**src/hw/ua_pkg.sv**
```systemverilog
// shared constants, states and state record for the address-detect and wake block
package ua_pkg;
    // register byte offsets
    localparam logic [7:0] OFF_CTRL1 = 8'h00;
    localparam logic [7:0] OFF_CTRL2 = 8'h04;
    localparam logic [7:0] OFF_IRQEN = 8'h08;
    localparam logic [7:0] OFF_STATUS = 8'h0c;
    localparam logic [7:0] OFF_DATA = 8'h10;
    localparam logic [7:0] OFF_BAUD = 8'h14;
    localparam logic [7:0] OFF_ISTAT = 8'h18;
    localparam logic [7:0] OFF_IMASK = 8'h1c;
    // uart_ctrl1 fields
    localparam int C1_UART_EN = 0;
    localparam int C1_MODE_SEL = 1;
    localparam int C1_PARITY_EN = 2;
    localparam int C1_NINE_BIT = 3;
    // uart_ctrl2 fields
    localparam int C2_ADDR_DET = 0;
    localparam int C2_WAKE_EN = 1;
    localparam int C2_RX_EN = 2;
    localparam int C2_RX_IRQ = 3;
    // interrupt enable fields
    localparam int IE_SERIAL = 0;
    localparam int IE_GLOBAL = 1;
    // uart_status_reg fields
    localparam int ST_AVAIL = 0;
    localparam int ST_RX_IDLE = 1;
    localparam int ST_TX_BUSY = 2;
    localparam int ST_STARTUP = 3;
    localparam int ST_ADDR = 4;
    // sticky event status and mask fields
    localparam int IS_RX = 0;
    localparam int IS_WAKE = 1;
    // reset values
    localparam logic [7:0] BAUD_RST = 8'h09;
    // start-up interval after a wake-up
    localparam int CLK_NS = 50;
    localparam int STARTUP_NS = 1000;
    localparam logic [7:0] STARTUP_CYC = 8'((STARTUP_NS + CLK_NS - 1) / CLK_NS);

    typedef enum logic [1:0] {UA_RX_IDLE, UA_RX_START, UA_RX_BITS, UA_RX_STOP} ua_rx_t;
    typedef enum logic [0:0] {UA_TX_IDLE, UA_TX_SEND} ua_tx_t;

    typedef struct packed {
        logic [3:0] ctrl1;
        logic [3:0] ctrl2;
        logic [1:0] irq_en;
        logic [7:0] baud;
        logic [8:0] rx_data;
        logic rx_avail;
        logic rx_addr;
        logic [1:0] istat;
        logic [1:0] imask;
        ua_rx_t rx_st;
        logic [7:0] rx_cnt;
        logic [3:0] rx_bit;
        logic [9:0] rx_shift;
        ua_tx_t tx_st;
        logic [7:0] tx_cnt;
        logic [3:0] tx_bit;
        logic [11:0] tx_shift;
        logic tx_pin;
        logic rx_s1;
        logic rx_s2;
        logic rx_s3;
        logic ck_s1;
        logic ck_s2;
        logic ck_s3;
        logic wake_seen;
        logic [7:0] start_cnt;
        logic wake_req;
        logic irq;
        logic pready;
        logic pslverr;
        logic [31:0] prdata;
    } ua_state_t;
endpackage

```
**src/hw/ua_addr_wake.sv**
```systemverilog
// uart receive qualification, power-down pause and rx pin wake-up with apb registers
//
// The APB interface to the registers and the address map were left to the implementer.
`timescale 1ns/1ns

// Contract
// [RULE_01] address mode: interrupt only when top bit high
// [RULE_02] top bit is ninth or eighth by width
// [RULE_03] top bit high marks word as address
// [RULE_04] no address mode: interrupt on every word
// [RULE_05] interrupt needs serial and global enables
// [RULE_06] software clears parity when address mode on
// [RULE_07] uart clock off pauses all activity
// [RULE_08] idle or sleep suspends reception in place
// [RULE_09] sleep leaves all registers unchanged
// [RULE_10] software finishes transfers before sleeping
// [RULE_11] armed and clock off: rx fall wakes
// [RULE_12] rx activity during start-up is discarded
// [RULE_13] enables clear: wake only, no interrupt
// [RULE_14] interrupt withheld until start-up elapses
// [RULE_15] receive-available flag set while data unread
// [RULE_16] address and wake share serial interrupt
// [RULE_17] wake edge detected without uart clock
module ua_addr_wake (
    input wire logic pclk,
    input wire logic presetn,
    input wire logic psel,
    input wire logic penable,
    input wire logic pwrite,
    input wire logic [7:0] paddr,
    input wire logic [31:0] pwdata,
    output logic [31:0] prdata,
    output logic pready,
    output logic pslverr,
    input wire logic rx_pin,
    input wire logic uart_clk_on,
    input wire logic cpu_sleep,
    output logic tx_pin,
    output logic irq,
    output logic wake_req
);
    ua_pkg::ua_state_t st;
    ua_pkg::ua_state_t nx;
    logic run;
    logic word_done;
    logic rx_top;
    logic rx_fall;
    logic wake_arm;
    logic acc;
    logic [3:0] nd;
    logic [3:0] nbits;
    logic [8:0] wd9;
    logic [8:0] rd9;
    logic [11:0] frame;

    // all next-state logic
    always_comb begin
        nx = st;
        word_done = 1'b0;
        // two-flop synchronisers, third stage only for edge detection
        nx.rx_s1 = rx_pin;
        nx.rx_s2 = st.rx_s1;
        nx.rx_s3 = st.rx_s2;
        nx.ck_s1 = uart_clk_on;
        nx.ck_s2 = st.ck_s1;
        nx.ck_s3 = st.ck_s2;
        // [RULE_07] pause when clock off
        // [RULE_08] sleep also freezes the engines
        run = st.ck_s2 && !cpu_sleep;
        nd = st.ctrl1[ua_pkg::C1_NINE_BIT] ? 4'h9 : 4'h8;
        nbits = nd + {3'h0, st.ctrl1[ua_pkg::C1_PARITY_EN]};
        // [RULE_02] pick ninth or eighth bit
        rx_top = st.ctrl1[ua_pkg::C1_NINE_BIT] ? st.rx_shift[8] : st.rx_shift[7];
        rd9 = st.ctrl1[ua_pkg::C1_NINE_BIT] ? st.rx_shift[8:0] : {1'b0, st.rx_shift[7:0]};
        // [RULE_17] edge seen on bus clock, independent of uart clock
        rx_fall = st.rx_s3 && !st.rx_s2;
        // [RULE_11] wake arming terms
        wake_arm = !st.ck_s2 && st.ctrl2[ua_pkg::C2_WAKE_EN]
            && st.ctrl1[ua_pkg::C1_MODE_SEL] && st.ctrl1[ua_pkg::C1_UART_EN]
            && st.ctrl2[ua_pkg::C2_RX_EN] && st.ctrl2[ua_pkg::C2_RX_IRQ];
        // transmit frame: start, data lsb first, optional even parity, stop ones
        wd9 = st.ctrl1[ua_pkg::C1_NINE_BIT] ? pwdata[8:0] : {1'b0, pwdata[7:0]};
        frame = 12'hfff;
        frame[0] = 1'b0;
        for (int i = 0; i < 9; i++) begin
            if (i < int'(nd)) begin
                frame[i + 1] = wd9[i];
            end
        end
        if (st.ctrl1[ua_pkg::C1_PARITY_EN]) begin
            frame[nd + 4'h1] = ^wd9;
        end
        // apb slave, one wait state; handled first so hardware sets win
        acc = psel && penable && !st.pready;
        nx.pready = acc;
        nx.pslverr = 1'b0;
        if (acc) begin
            nx.prdata = 32'h0000_0000;
            // [RULE_09] only bus writes and receive or wake events change registers, never sleep
            case (paddr)
                ua_pkg::OFF_CTRL1: begin
                    nx.prdata[3:0] = st.ctrl1;
                    if (pwrite) begin
                        nx.ctrl1 = pwdata[3:0];
                    end
                end
                ua_pkg::OFF_CTRL2: begin
                    nx.prdata[3:0] = st.ctrl2;
                    if (pwrite) begin
                        nx.ctrl2 = pwdata[3:0];
                    end
                end
                ua_pkg::OFF_IRQEN: begin
                    nx.prdata[1:0] = st.irq_en;
                    if (pwrite) begin
                        nx.irq_en = pwdata[1:0];
                    end
                end
                ua_pkg::OFF_STATUS: begin
                    nx.prdata[ua_pkg::ST_AVAIL] = st.rx_avail;
                    nx.prdata[ua_pkg::ST_RX_IDLE] = st.rx_st == ua_pkg::UA_RX_IDLE;
                    nx.prdata[ua_pkg::ST_TX_BUSY] = st.tx_st == ua_pkg::UA_TX_SEND;
                    nx.prdata[ua_pkg::ST_STARTUP] = st.start_cnt != 8'h00;
                    nx.prdata[ua_pkg::ST_ADDR] = st.rx_addr;
                end
                ua_pkg::OFF_DATA: begin
                    nx.prdata[8:0] = st.rx_data;
                    if (!pwrite) begin
                        nx.rx_avail = 1'b0;
                    end else if (run && st.tx_st == ua_pkg::UA_TX_IDLE
                            && st.ctrl1[ua_pkg::C1_UART_EN]) begin
                        nx.tx_st = ua_pkg::UA_TX_SEND;
                        nx.tx_pin = frame[0];
                        nx.tx_shift = {1'b1, frame[11:1]};
                        nx.tx_bit = nbits + 4'h1;
                        nx.tx_cnt = st.baud;
                    end
                end
                ua_pkg::OFF_BAUD: begin
                    nx.prdata[7:0] = st.baud;
                    if (pwrite) begin
                        nx.baud = pwdata[7:0];
                    end
                end
                ua_pkg::OFF_ISTAT: begin
                    nx.prdata[1:0] = st.istat;
                    if (pwrite) begin
                        nx.istat = st.istat & ~pwdata[1:0];
                    end
                end
                ua_pkg::OFF_IMASK: begin
                    nx.prdata[1:0] = st.imask;
                    if (pwrite) begin
                        nx.imask = pwdata[1:0];
                    end
                end
                default: begin
                    nx.pslverr = 1'b1;
                end
            endcase
        end
        // receiver: counters only move while running, so a paused word resumes
        if (run) begin
            case (st.rx_st)
                ua_pkg::UA_RX_IDLE: begin
                    if (!st.rx_s2 && st.ctrl2[ua_pkg::C2_RX_EN]
                            && st.ctrl1[ua_pkg::C1_UART_EN]) begin
                        nx.rx_st = ua_pkg::UA_RX_START;
                        nx.rx_cnt = {1'b0, st.baud[7:1]};
                    end
                end
                ua_pkg::UA_RX_START: begin
                    if (st.rx_cnt != 8'h00) begin
                        nx.rx_cnt = st.rx_cnt - 8'h01;
                    end else if (!st.rx_s2) begin
                        nx.rx_st = ua_pkg::UA_RX_BITS;
                        nx.rx_cnt = st.baud;
                        nx.rx_bit = 4'h0;
                    end else begin
                        // glitch, not a start bit
                        nx.rx_st = ua_pkg::UA_RX_IDLE;
                    end
                end
                ua_pkg::UA_RX_BITS: begin
                    if (st.rx_cnt != 8'h00) begin
                        nx.rx_cnt = st.rx_cnt - 8'h01;
                    end else begin
                        nx.rx_shift[st.rx_bit] = st.rx_s2;
                        nx.rx_cnt = st.baud;
                        if (st.rx_bit == nbits - 4'h1) begin
                            nx.rx_st = ua_pkg::UA_RX_STOP;
                        end else begin
                            nx.rx_bit = st.rx_bit + 4'h1;
                        end
                    end
                end
                ua_pkg::UA_RX_STOP: begin
                    if (st.rx_cnt != 8'h00) begin
                        nx.rx_cnt = st.rx_cnt - 8'h01;
                    end else begin
                        word_done = 1'b1;
                        nx.rx_st = ua_pkg::UA_RX_IDLE;
                    end
                end
                default: begin
                    nx.rx_st = ua_pkg::UA_RX_IDLE;
                end
            endcase
        end
        // word delivered; parity bit is not checked here
        if (word_done) begin
            // [RULE_15] unread data flag, set beats read clear
            nx.rx_avail = 1'b1;
            nx.rx_data = rd9;
            // [RULE_03] remember address words
            nx.rx_addr = rx_top;
            // [RULE_01] qualify in address mode
            // [RULE_04] otherwise every word counts
            if (st.ctrl2[ua_pkg::C2_RX_IRQ]
                    && (!st.ctrl2[ua_pkg::C2_ADDR_DET] || rx_top)) begin
                nx.istat[ua_pkg::IS_RX] = 1'b1;
            end
        end
        // transmitter, frozen while paused
        if (run && st.tx_st == ua_pkg::UA_TX_SEND) begin
            if (st.tx_cnt != 8'h00) begin
                nx.tx_cnt = st.tx_cnt - 8'h01;
            end else if (st.tx_bit == 4'h0) begin
                nx.tx_st = ua_pkg::UA_TX_IDLE;
                nx.tx_pin = 1'b1;
            end else begin
                nx.tx_pin = st.tx_shift[0];
                nx.tx_shift = {1'b1, st.tx_shift[11:1]};
                nx.tx_bit = st.tx_bit - 4'h1;
                nx.tx_cnt = st.baud;
            end
        end
        // [RULE_11] falling rx edge while clock off requests wake
        // [RULE_13] wake pulse does not depend on the irq_en enables, though it needs C2_RX_IRQ
        nx.wake_req = 1'b0;
        if (wake_arm && rx_fall) begin
            nx.wake_req = 1'b1;
            nx.wake_seen = 1'b1;
            nx.istat[ua_pkg::IS_WAKE] = 1'b1;
        end
        // start-up interval runs once the clock returns after a wake
        if (st.ck_s2 && !st.ck_s3 && st.wake_seen) begin
            nx.start_cnt = ua_pkg::STARTUP_CYC;
            nx.wake_seen = 1'b0;
        end else if (st.ck_s2 && st.start_cnt != 8'h00) begin
            nx.start_cnt = st.start_cnt - 8'h01;
        end
        // [RULE_12] hold receiver idle, the waking edge is not a start bit
        if (nx.start_cnt != 8'h00) begin
            nx.rx_st = ua_pkg::UA_RX_IDLE;
        end
        // [RULE_05] both enables gate the interrupt
        // [RULE_14] nothing from wake until start-up ends
        // [RULE_16] both sources feed one shared request
        // next-state terms, so irq drops at the very edge the hold begins
        nx.irq = st.irq_en[ua_pkg::IE_SERIAL] && st.irq_en[ua_pkg::IE_GLOBAL]
            && !nx.wake_seen && nx.start_cnt == 8'h00 && |(st.istat & st.imask);
    end

    // state register; sleep has no reset path so settings survive it
    always_ff @(posedge pclk or negedge presetn) begin
        if (!presetn) begin
            st <= '0;
            st.baud <= ua_pkg::BAUD_RST;
            st.tx_pin <= 1'b1;
            st.tx_shift <= 12'hfff;
        end else begin
            st <= nx;
        end
    end

    // outputs straight from the state flops
    assign prdata = st.prdata;
    assign pready = st.pready;
    assign pslverr = st.pslverr;
    assign tx_pin = st.tx_pin;
    assign irq = st.irq;
    assign wake_req = st.wake_req;
endmodule

```
**config.mk**
```make
export PLATFORM = sky130hd
export DESIGN_NAME = ua_addr_wake
export DESIGN_NICKNAME = d
export VERILOG_FILES = /design/src/hw/ua_pkg.sv /design/src/hw/ua_addr_wake.sv
export SDC_FILE = /design/constraint.sdc
export NUM_CORES = 1
export LEC_CHECK = 0
export BUFFER_PORTS_ARGS = -buffer_cell sky130_fd_sc_hd__buf_4
export CAP_MARGIN = 25
export CORE_ASPECT_RATIO = 0.5
export CORE_MARGIN = 2
export CORE_UTILIZATION = 45
export DETAILED_ROUTE_END_ITERATION = 6
export PLACE_DENSITY_LB_ADDON = 0.1
export SETUP_SLACK_MARGIN = 0.05
export SYNTH_ARGS = -nofsm -noshare
export SYNTH_HDL_FRONTEND = slang
export SYNTH_SLANG_ARGS = --single-unit
```
**constraint.sdc**
```tcl
create_clock -name pclk -period 2.4 [get_ports pclk]
set_input_delay 0.12 -clock pclk [delete_from_list [all_inputs] [get_ports pclk]]
set_output_delay 0.12 -clock pclk [all_outputs]
set_load 0.02 [all_outputs]
```
### Word level (Yosys, flattened, before mapping)

Index checks and enable logic that the tools add are counted.

| operators by class | value |
|---|---|
| add/sub/neg operators | 9 |
| order comparisons | 13 |
| equal/unequal tests | 24 |
| muxes and demuxes | 76 |
| bitwise gates (word level) | 5 |
| reductions and logical operators | 62 |

Operators with widths:

| cell | count |
|---|---|
| 26-bit 2-to-1 mux | 5 |
| 24-bit 2-to-1 mux | 2 |
| 8-bit 2-to-1 mux | 6 |
| 10-bit case mux with 4 select lines | 1 |
| 33-bit 2-to-1 mux | 1 |
| 8-bit by 5-bit equality test with 1-bit output (second input constant) | 4 |
| 8-bit nonzero test | 4 |
| 1-bit 2-to-1 mux | 30 |
| 1-bit logical AND | 25 |
| 12-bit 2-to-1 mux | 2 |
| 3-bit AND reduction | 8 |
| 8-bit by 1-bit subtractor with 8-bit output (second input constant) | 3 |
| 2-bit 2-to-1 mux | 11 |
| 10-bit 2-to-1 mux | 2 |
| 9-bit 2-to-1 mux | 2 |
| 17-bit 2-to-1 mux | 1 |
| 8-bit by 4-bit equality test with 1-bit output (second input constant) | 2 |
| 8-bit zero test | 2 |
| 3-bit by 4-bit less-than comparator with 1-bit output (first input constant) | 4 |
| 2-bit case mux with 8 select lines | 1 |
| 3-bit != test (second input constant) | 5 |
| 14-bit 2-to-1 mux | 1 |
| 2-bit nonzero test | 7 |
| 4-bit by 1-bit adder with 4-bit output (second input constant) | 3 |
| other kinds (34) | 57 |

| storage, ports and cells | value |
|---|---|
| bits in registers | 111 |
| input port bits | 48 |
| output and inout port bits | 37 |
| word-level logic and storage cells | 221 |

### Longest topological paths before layout

Gate-level depths: netlist of run 1.

| depth | value |
|---|---|
| word-level depth | 15 |
| depth in mapped cells | 9 |
| depth with buffers taken out | 7 |

### Worst setup path before layout of run 1

No wires, ideal clock.

| timing | value |
|---|---|
| kind | flip-flop to flip-flop |
| start point | register st[36] (netlist bit) |
| end point | register st, in the netlist irq |
| library setup time | 0.101 ns |
| arrival time | 2.242 ns |
| data required time | 2.299 ns |
| path slack | 0.057 ns |
| cell stages (with the launch flop) | 8 |
| buffers on the path | 0 |
| period minus slack after synthesis | 2.343 ns |
| cell sequence | dfrtp_1 inv_1 ha_1 or4b_2 o21ai_1 mux2i_1 nand4_1 nor4_1 |

RTL lines:

| what | RTL line | RTL |
|---|---|---|
| start: declaration | ua_addr_wake.sv:42 | `ua_pkg::ua_state_t st;` |
| start signal: assignment | ua_addr_wake.sv:273 | `st <= nx;` |

### Final worst setup path of run 1

| timing | value |
|---|---|
| start point | register st[91] (netlist bit) |
| end point | register st[98] (netlist bit) |

| between the ends | value |
|---|---|
| longest elaborated chain between the ends | 3 |
| elaborated cells between the ends (all ways) | 9 |
| those cells by class | add/sub (1); eq/ne (2); mux (4); reduce/logical (2) |

Ends and longest elaborated chain:

| what | RTL line | RTL |
|---|---|---|
| 8-bit by 1-bit subtractor with 8-bit output or 8-bit nonzero test (tied branches) | n/a |  |
| 8-bit 2-to-1 mux (tied with other cells) | ua_addr_wake.sv:198 | `if (st.rx_cnt != 8'h00) begin` |
| 10-bit case mux with 4 select lines or 4-bit AND reduction (tied branches) | n/a |  |

Several ways; a longest one is shown, not always the timed one. The select of a mux whose other input is x is not followed.
A chain may end at the register's enable or synchronous reset.

==> results of run 1 <==
[logic make-up (layout without fill, tap and decap cells)]
group	after synthesis	after routing	share of synthesized area [%]
and+or+nand+nor	238	238	19.68
DFF	110	110	44.98
muxes	51	51	9.667
buffers and inverters	80	120	7.128
adders and majority gates	13	13	2.599
AOI/OAI and AO/OA	130	130	13.67
xor gates and xnor gates	14	14	2.214
other	1	23	0.06087
[sequential cells by signal, indices dropped and copies added (netlist names), named ones only]
signal,flops
irq,1
nx,4
prdata,9
pready,1
pslverr,1
st,83
tx_pin,1
wake_req,1
[layer usage]
layer	global-route usage, %	wire length (µm)	vias up
met2	31.35	6536	131
met4	4.118	135	0
met3	4.566	730	9
li1	-	-	2360
met5	0	0	-
met1	33.62	7812	2443
[critical path, cell delays in order (launching register included)]
cell	delay (ns)
dfrtp_1	0.40
inv_1	0.07
ha_1	0.19
or3b_4	0.43
or3_1	0.37
or4_1	0.41
nand3_1	0.09
o31ai_1	0.06
[power by group through the flow]
stage | logic, mW | registers [mW] | clock network [mW]
2_1_floorplan | 0.178 | 1.92 | 0
3_3_place_gp | 0.271 | 1.93 | 0
3_5_place_dp | 0.272 | 1.93 | 0
4_1_cts | 0.276 | 1.89 | 1.52
5_1_grt | 0.299 | 1.89 | 1.60
6_report | 0.273 | 1.89 | 1.47
[layout by cell type, fill, tap and decap left out, drive strengths merged, types with 6 or more instances in the layout]
cell type,netlist,final
conb,1,23
nand2,84,84
a21oi,24,24
or4,6,6
dfstp,15,15
mux2,38,38
ha,12,12
nand3b,6,6
nand3,18,18
nor4,8,8
or3,15,15
xnor2,11,11
mux2i,10,10
clkbuf,22,10
a31oi,15,15
nor2,43,43
buf,37,80
o21ai,36,36
inv,20,23
dfrtp,95,95
nor3,17,17
[cell type report]
| cell class | instances | area share (%) |
|---|---|---|
| clock inverter | 6 | 0.7439 |
| multi-input combinational | 469 | 43.29 |
| tap | 176 | 3.117 |
| timing repair buffer | 83 | 9.104 |
| clock buffer | 10 | 3.383 |
| inverter | 21 | 1.116 |
| sequential | 110 | 39.25 |
[timing repair]
action / CTS / global route
hold buffers: 3 / 0
hold endpoints to repair: 33 / 0
resized for setup: 0 / 8
buffers inserted: 0 / 0
endpoints found under the setup margin: 0 / 9
[metrics by stage]
step	hold slack, ns	cell area, µm²	setup WS, ns
floorplan	-0.1756	6243	0.05707
global placement	0.1925	6716	0.1569
detailed placement	0.1830	6716	0.1152
CTS	0.01835	7038	0.1009
global route	0.03105	7064	0.04817
finish	0.02536	7064	0.2574
[worst max-delay path by stage]
| stage | end | cells after the start |
|---|---|---|
| after floorplan | irq | 7 |
| after global placement | st[96] | 7 |
| after detailed placement | st[100] | 8 |
| after CTS | st[99] | 8 |
| after global routing | st[91] | 8 |
| final | st[98] | 7 |
==> reports/qor.yml, run 1 <==
outcome:
  status: "finished clean"
yosys:
  synth.distinct_cells: 72
  synth-main-ff-cell: "dfrtp_1"
  synth-seq-cells: 110
  synth_warnings: 0
  yosys.cell_count.top_type: "dfrtp_1"
  synth_top_area_share_pct: 38.59
  synth_area_per_cell_um2: 9.672
  ys_async_sr_fraction_pct: 100.0
  ys_seq_area_share_pct: 44.98
  synth_edf_count: 0
  synthCells: 637
  synth_common_cells: "95 x dfrtp_1, 84 x nand2_1, 43 x nor2_1, 38 x mux2_2, 35 x o21ai_0"
  synthesis.area_um2: 6161
  synthTopCellsByArea: "dfrtp_1 39%, mux2_2 6.9%, dfstp_2 6.4%, nand2_1 5.1%, buf_4 3.9%"
  synth_top_area_cell: "dfrtp_1"
sta:
  hold_viol: 0
  fin_crit_ns: 2.143
  maxSlewViolCount: 0
  setup_tns_ns: 0
  clock.fmax_ghz: 0.4667
  maxSlewHeadroom_pct: 56.92
  setup_violations: 0
  finClkSkew_ns: 0.007860
  worst_pin_slew_ns: 0.6462
  fin_crit_sh_pct: 89.27
  rsz0062_at_grt: "no"
placement:
  dp_hpwl_um: 11250
  place_inst: 856
  port-buffer-count: 38
  place.gp.congestion: 0.8501
pwr:
  seq_power_share_pct: 52.0
  p_switching_mw: 0.9090
  switching_share_pct: 25.00
  peakVddDrop_mv: 0.3974
  clock_power_share_pct: 40.5
  powerDensity_nw_per_um2: 514.6
  power_mw: 3.636
  p_leak_nw: 3.253
  comb_power_share_pct: 7.5
  p_int_mw: 2.727
drt:
  dr.first_iter.drc_count: 409
  via_per_inst: 5.649
  vias: 4943
  drt_first_pass_iters: 5
  ant_nets: 0
  wl_per_cell_um: 17.39
  drc: 0
  drt-total-wl_um: 15220
cells_and_area:
  insertedDiodeCount: 0
  multi_input_area_um2: 3058
  layout-drive-gt1-share_pct: 23.46
  area_growth_pct: 14.66
  utilization_pct: 52.42
  seqCellArea_um2: 2773
  final_cells: 875
  nets: 754
  nFillCells: 1273
setup_path:
  critPathRequiredTime_ns: 2.63
  r2r_slack_ns: 0.26
  arrival_ns: 2.37
  critPathMaxFanout: 6
  critPathLaunch: "st[91]"
  start_kind: "register"
  worstReg2RegEnd: "st[98]"
  cp-end-kind: "register"
  reg2reg_depth: 7
  path_class: "register to register"
  r2r_start: "st[91]"
die:
  io_pins: 85
  fp-row-count: 30
  die_area_um2: 14700
  initial_core_util_pct: 45.72
  die_x_um: 169.5
  core_area_um2: 13480
  dieHeight_um: 86.74
run:
  drv_cap: 0
clocking:
  clkSinkCount: 110
  clkLatencyLatePin_ns: 0.35
  root_buffer: "clkbuf_16"
  htree_levels: 3
  clockBufferDepth: 2
  clkTransAtPathRegs_ns: 0.07
  cts_inserted_buffers: 9
  cts_tree: "built"
worst_hold_path:
  hold_class: "input port to register"
  min_from: "pwdata[5]"
  whs_endpoint: "st[57]"
  min_path_cells: 3
global_route:
  track_usage_pct: 21.73
  grt.overflow.total: 0
  grt_max_degree: 47
  grt_pass1_wl_um: 24750
  antenna_found_initial: 0
  grt_pass1_vias: 4557
(Power assumes the default switching activity.)
==> inputs of run 2 (changes only) <==
--- a/config.mk
+++ b/config.mk
@@ -9,7 +9,8 @@
 export CAP_MARGIN = 25
 export CORE_ASPECT_RATIO = 0.5
 export CORE_MARGIN = 2
-export CORE_UTILIZATION = 45
+export CORE_UTILIZATION = 36
+export CTS_BUF_LIST = sky130_fd_sc_hd__clkbuf_8
 export DETAILED_ROUTE_END_ITERATION = 6
 export PLACE_DENSITY_LB_ADDON = 0.1
 export SETUP_SLACK_MARGIN = 0.05
==> reports/qor.yml, run 2 (synthesis results as in run 1) <==
outcome:
  status: "finished clean"
global_route:
  grt_max_degree: 55
  grt_pass1_vias: 4617
  grt.overflow.total: 0
  track_usage_pct: 18.83
  grt_pass1_wl_um: 26160
  antenna_found_initial: 0
pwr:
  comb_power_share_pct: 8.3
  p_leak_nw: 3.267
  seq_power_share_pct: 54.7
  clock_power_share_pct: 37.0
  peakVddDrop_mv: 0.2733
  switching_share_pct: 25.53
  powerDensity_nw_per_um2: 482.2
  p_switching_mw: 0.8833
  p_int_mw: 2.576
  power_mw: 3.459
die:
  initial_core_util_pct: 37.21
  io_pins: 85
  dieHeight_um: 96.51
  fp-row-count: 33
  die_area_um2: 18240
  die_x_um: 189.0
  core_area_um2: 16560
setup_path:
  crit_family: "simple AND/OR/NAND/NOR gates"
  max_stage_delay_ns: 0.53
  arrival_ns: 2.54
  critPathRequiredTime_ns: 2.69
  path_class: "register to register"
  cp_cell_sequence: "inv_1 > ha_1 > or3b_2 > or3_1 > or4_1 > nand3_1 > o31ai_1"
  critPathMaxFanout: 6
  path_buf_inv: 1
  crit_path_top_delay_cell: "or3b_2"
  start_kind: "register"
  cp-end-kind: "register"
run:
  drv_cap: 0
drt:
  drc: 0
  drt-total-wl_um: 16420
  wl_per_cell_um: 17.54
  via_per_inst: 5.283
  drt_first_pass_iters: 5
  vias: 4945
  ant_nets: 0
  dr.first_iter.drc_count: 307
sta:
  fin_crit_ns: 2.257
  fin_crit_sh_pct: 94.02
  hold_ws_ns: 0.02313
  worst_pin_slew_ns: 0.5160
  maxSlewHeadroom_pct: 65.60
  finClkSkew_ns: 0.01382
  setup_violations: 0
  setup_tns_ns: 0
  hold_viol: 0
  clock.fmax_ghz: 0.4431
  rsz0062_at_grt: "yes"
  maxSlewViolCount: 0
cells_and_area:
  layout-drive-gt1-share_pct: 23.98
  nFillCells: 1655
  top_register: "st"
  largest_register_ffs: 83
  finalInstanceArea_um2: 7174
  final_cells: 936
  final_cell_mix: "94 x dfrtp_1, 83 x nand2_1, 81 x buf_4, 42 x nor2_1, 38 x mux2_2"
  final_common_cell: "dfrtp_1"
  nets: 764
  area_growth_pct: 16.45
  insertedDiodeCount: 0
placement:
  place.gp.congestion: 0.7853
  placed_area_um2: 6815
  port-buffer-count: 38
  place_inst: 910
  dp_hpwl_um: 11900
clocking:
  clkTransAtPathRegs_ns: 0.11
  clockBufferDepth: 2
  cts_setup_buffers: 0
  clkLatencyLatePin_ns: 0.39
  cts_tree: "built"
  cts_inserted_buffers: 9
  clkSinkCount: 110
  htree_levels: 3
  root_buffer: "clkbuf_8"
worst_hold_path:
  hold_class: "input port to register"
-- run 2: cell types whose count changed in the layout (fill, tap and decap cells not counted), sizes merged --
| cell | change |
|---|---|
| buf | +3 |
| clkinvlp | +2 |
| dlygate4sd3 | +7 |
| clkbuf | -1 |
| inv | -2 |
| bufinv | +2 |
| clkinv | -1 |
-- run 2: routing by layer --
layer / global-route usage [%] / share of wire [%] / up-vias
met5: 0 / 0 / -
met4: 3.125 / 0.63 / 0
met3: 4.117 / 4.3 / 11
met2: 27.50 / 42 / 107
met1: 28.66 / 53 / 2446
li1: - / - / 2381
-- run 2: area by class of cell --
cell class | instances | area [µm²] | area share (%)
multi-input cells | 469 | 3069 | 42.78
inverters | 21 | 78.83 | 1.099
clock buffers | 9 | 123.9 | 1.727
clock inverters | 7 | 97.59 | 1.360
flip-flops and latches | 110 | 2773 | 38.65
repair buffers | 93 | 748.2 | 10.43
well taps | 227 | 284.0 | 3.959
-- run 2: repair_timing --
item | in CTS | in global routing
setup endpoints to repair | 2 | 13
hold buffers | 10 | 0
resized for setup | 1 | 10
pin swaps | 0 | 2
hold endpoints to repair | 38 | 0
-- run 2: worst register-to-register path: cells and delay by family (launching register included) --
| kind | cells | cell delay, ns |
|---|---|---|
| fa+ha+maj | 1 | 0.19 |
| buf+inv | 1 | 0.07 |
| compound gates | 1 | 0.06 |
| flops | 1 | 0.42 |
| simple gates | 4 | 1.42 |
-- run 2: worst paths after layout --
kind / start / to / slack (ns) / cells after the start
max: st[91] / st[98] / 0.14 / 7
min in group asynchronous: presetn / st[95] / 0.18 / 2
min: paddr[7] / pslverr / 0.02 / 3
min reg2reg: nx[49] / nx[48] / 0.36 / 0
max in group asynchronous: presetn / nx[45] / 1.46 / 3
max reg2reg: st[91] / st[98] / 0.14 / 7
-- run 2: per-stage QoR --
step,setup slack (ns),util [%]
2_1_floorplan,0.05707,-
3_3_place_gp,0.1621,41.16
3_5_place_dp,0.05867,41.16
4_1_cts,0.07417,43.13
5_1_grt,0.04510,43.33
6_report,0.1434,43.33
-- run 2: power groups by stage --
stage / registers, mW / clock network, mW / logic, mW
final: 1.89 / 1.28 / 0.287
after floorplan: 1.92 / 0 / 0.178
after detailed placement: 1.93 / 0 / 0.277
after global placement: 1.93 / 0 / 0.276
after CTS: 1.89 / 1.33 / 0.290
after global routing: 1.90 / 1.39 / 0.316
==> inputs of run 3 (changes only) <==
--- a/config.mk
+++ b/config.mk
@@ -9,7 +9,7 @@
 export CAP_MARGIN = 25
 export CORE_ASPECT_RATIO = 0.5
 export CORE_MARGIN = 2
-export CORE_UTILIZATION = 36
+export CORE_UTILIZATION = 26
 export CTS_BUF_LIST = sky130_fd_sc_hd__clkbuf_8
 export DETAILED_ROUTE_END_ITERATION = 6
 export PLACE_DENSITY_LB_ADDON = 0.1
==> reports/qor.yml, run 3 (synthesis results as in run 1) <==
outcome:
  status: "complete, but fails checks"
  violations: "design-rule violations"
clocking:
  cts_tree: "built"
  cts_inserted_buffers: 9
  clockBufferDepth: 2
  clkSinkCount: 110
  clkLatencyLatePin_ns: 0.40
  root_buffer: "clkbuf_8"
  clkTransAtPathRegs_ns: 0.11
  htree_levels: 3
cells_and_area:
  multi_input_area_um2: 3057
  finalInstanceArea_um2: 7306
  insertedDiodeCount: 0
  area_growth_pct: 18.58
  nets: 769
  layout-drive-gt1-share_pct: 23.39
  top_register: "st"
  final_cell_mix: "95 x dfrtp_1, 86 x buf_4, 83 x nand2_1, 43 x nor2_1, 38 x mux2_2"
  seqCellArea_um2: 2771
  nFillCells: 2398
  final_common_cell: "dfrtp_1"
  largest_register_ffs: 83
sta:
  maxSlewViolCount: 0
  setup_violations: 0
  maxSlewHeadroom_pct: 64.66
  hold_viol: 0
  setup_tns_ns: 0
  fin_crit_sh_pct: 89.49
  finClkSkew_ns: 0.009136
  fin_crit_ns: 2.148
  clock.fmax_ghz: 0.4656
  worst_pin_slew_ns: 0.5286
  rsz0062_at_grt: "no"
worst_hold_path:
  hold_class: "input port to register"
  min_path_cells: 3
pwr:
  peakVddDrop_mv: 0.2267
  switching_share_pct: 24.43
  p_int_mw: 2.698
  seq_power_share_pct: 52.9
  powerDensity_nw_per_um2: 488.7
  comb_power_share_pct: 8.3
  p_switching_mw: 0.8723
  p_leak_nw: 3.302
  clock_power_share_pct: 38.8
die:
  die_x_um: 221.7
  die_area_um2: 25020
  fp-row-count: 39
  initial_core_util_pct: 26.75
  core_area_um2: 23030
  io_pins: 85
  dieHeight_um: 112.9
global_route:
  grt_pass1_wl_um: 28210
  grt_max_degree: 66
  grt.overflow.total: 0
  grt_pass1_vias: 4812
  antenna_found_initial: 0
  track_usage_pct: 14.79
placement:
  port-buffer-count: 38
  dp_hpwl_um: 12860
  placed_area_um2: 6933
  place.gp.congestion: 0.7561
setup_path:
  arrival_ns: 2.48
  critPathRequiredTime_ns: 2.73
  critPathMaxFanout: 7
  cp-end-kind: "register"
  path_class: "register to register"
  reg2reg_depth: 6
  start_kind: "register"
drt:
  drt_first_pass_iters: 7
  vias: 4931
  dr.first_iter.drc_count: 240
  ant_nets: 0
  wl_per_cell_um: 17.41
  via_per_inst: 4.830
  drt-total-wl_um: 17770
  drc: 3
run:
  drv_cap: 0
==> run 3: cell types whose count changed in the layout (fill, tap and decap cells not counted), sizes merged <==
cell,before,now
clkbuf,9,10
inv,21,22
clkinv,3,2
dlygate4sd3,10,11
bufinv,2,3
buf,83,87
clkinvlp,2,0
==> run 3: final cells by class <==
| type | instances | share of cell area (%) |
|---|---|---|
| clock inverters | 6 | 1.387 |
| multi-input cells | 469 | 41.84 |
| repair buffers | 98 | 10.62 |
| inverters | 21 | 1.079 |
| flip-flops and latches | 110 | 37.93 |
| clock buffers | 10 | 1.884 |
| well taps | 307 | 5.258 |
==> run 3: power by group through the flow <==
| stage | logic [mW] | clock network (mW) | registers [mW] |
|---|---|---|---|
| after floorplan | 0.178 | 0 | 1.92 |
| after global placement | 0.285 | 0 | 1.93 |
| after detailed placement | 0.286 | 0 | 1.93 |
| after CTS | 0.302 | 1.45 | 1.89 |
| after global routing | 0.325 | 1.53 | 1.89 |
| final | 0.295 | 1.39 | 1.89 |
==> run 3: through the flow <==
stage	std cells	total power [mW]	hold slack (ns)	utilization, %	setup WS (ns)
finish	1021	3.570	0.03792	31.72	0.2523
global route	1021	3.746	0.02231	31.72	0.07591
CTS	1021	3.639	0.01724	31.63	0.07557
detailed placement	994	2.212	0.01715	30.10	0.06688
global placement	994	2.210	0.01805	30.10	0.1397
floorplan	659	2.099	-0.1756	-	0.05707
==> run 3: worst paths after layout <==
path                            startpoint       to  slack, ns
worst max-delay path                nx[45]   st[99]       0.25
worst min-delay path             pwdata[0]   st[52]       0.04
worst max register to register      nx[45]   st[99]       0.25
worst min register to register      nx[49]   nx[48]       0.37
max in group asynchronous          presetn   st[55]       1.54
min in group asynchronous          presetn  st[115]       0.13
==> run 3: critical path, cell delays in order, from the launching register on <==
cell     delay, ns
dfrtp_1       0.51
or3b_2        0.54
o21a_1        0.21
nor4_1        0.29
nand4_1       0.22
buf_4         0.21
a21oi_1       0.11
==> run 3: timing repair <==
action                                  CTS  global route
hold buffers                             11             0
cloned                                    0             0
pin swaps                                 0             1
gates resized for setup                   1             6
hold endpoints to repair                107             0
endpoints found under the setup margin    3            10
buffers inserted                          0             0
==> run 3: per-layer routing <==
metal  wire length [µm]  GRT usage, %  vias to the layer above
met3                563         3.090                       10
met4                170         3.423                        0
met5                  0             0                        -
li1                   -             -                     2391
met1               9552         22.68                     2464
met2               7484         21.01                       66
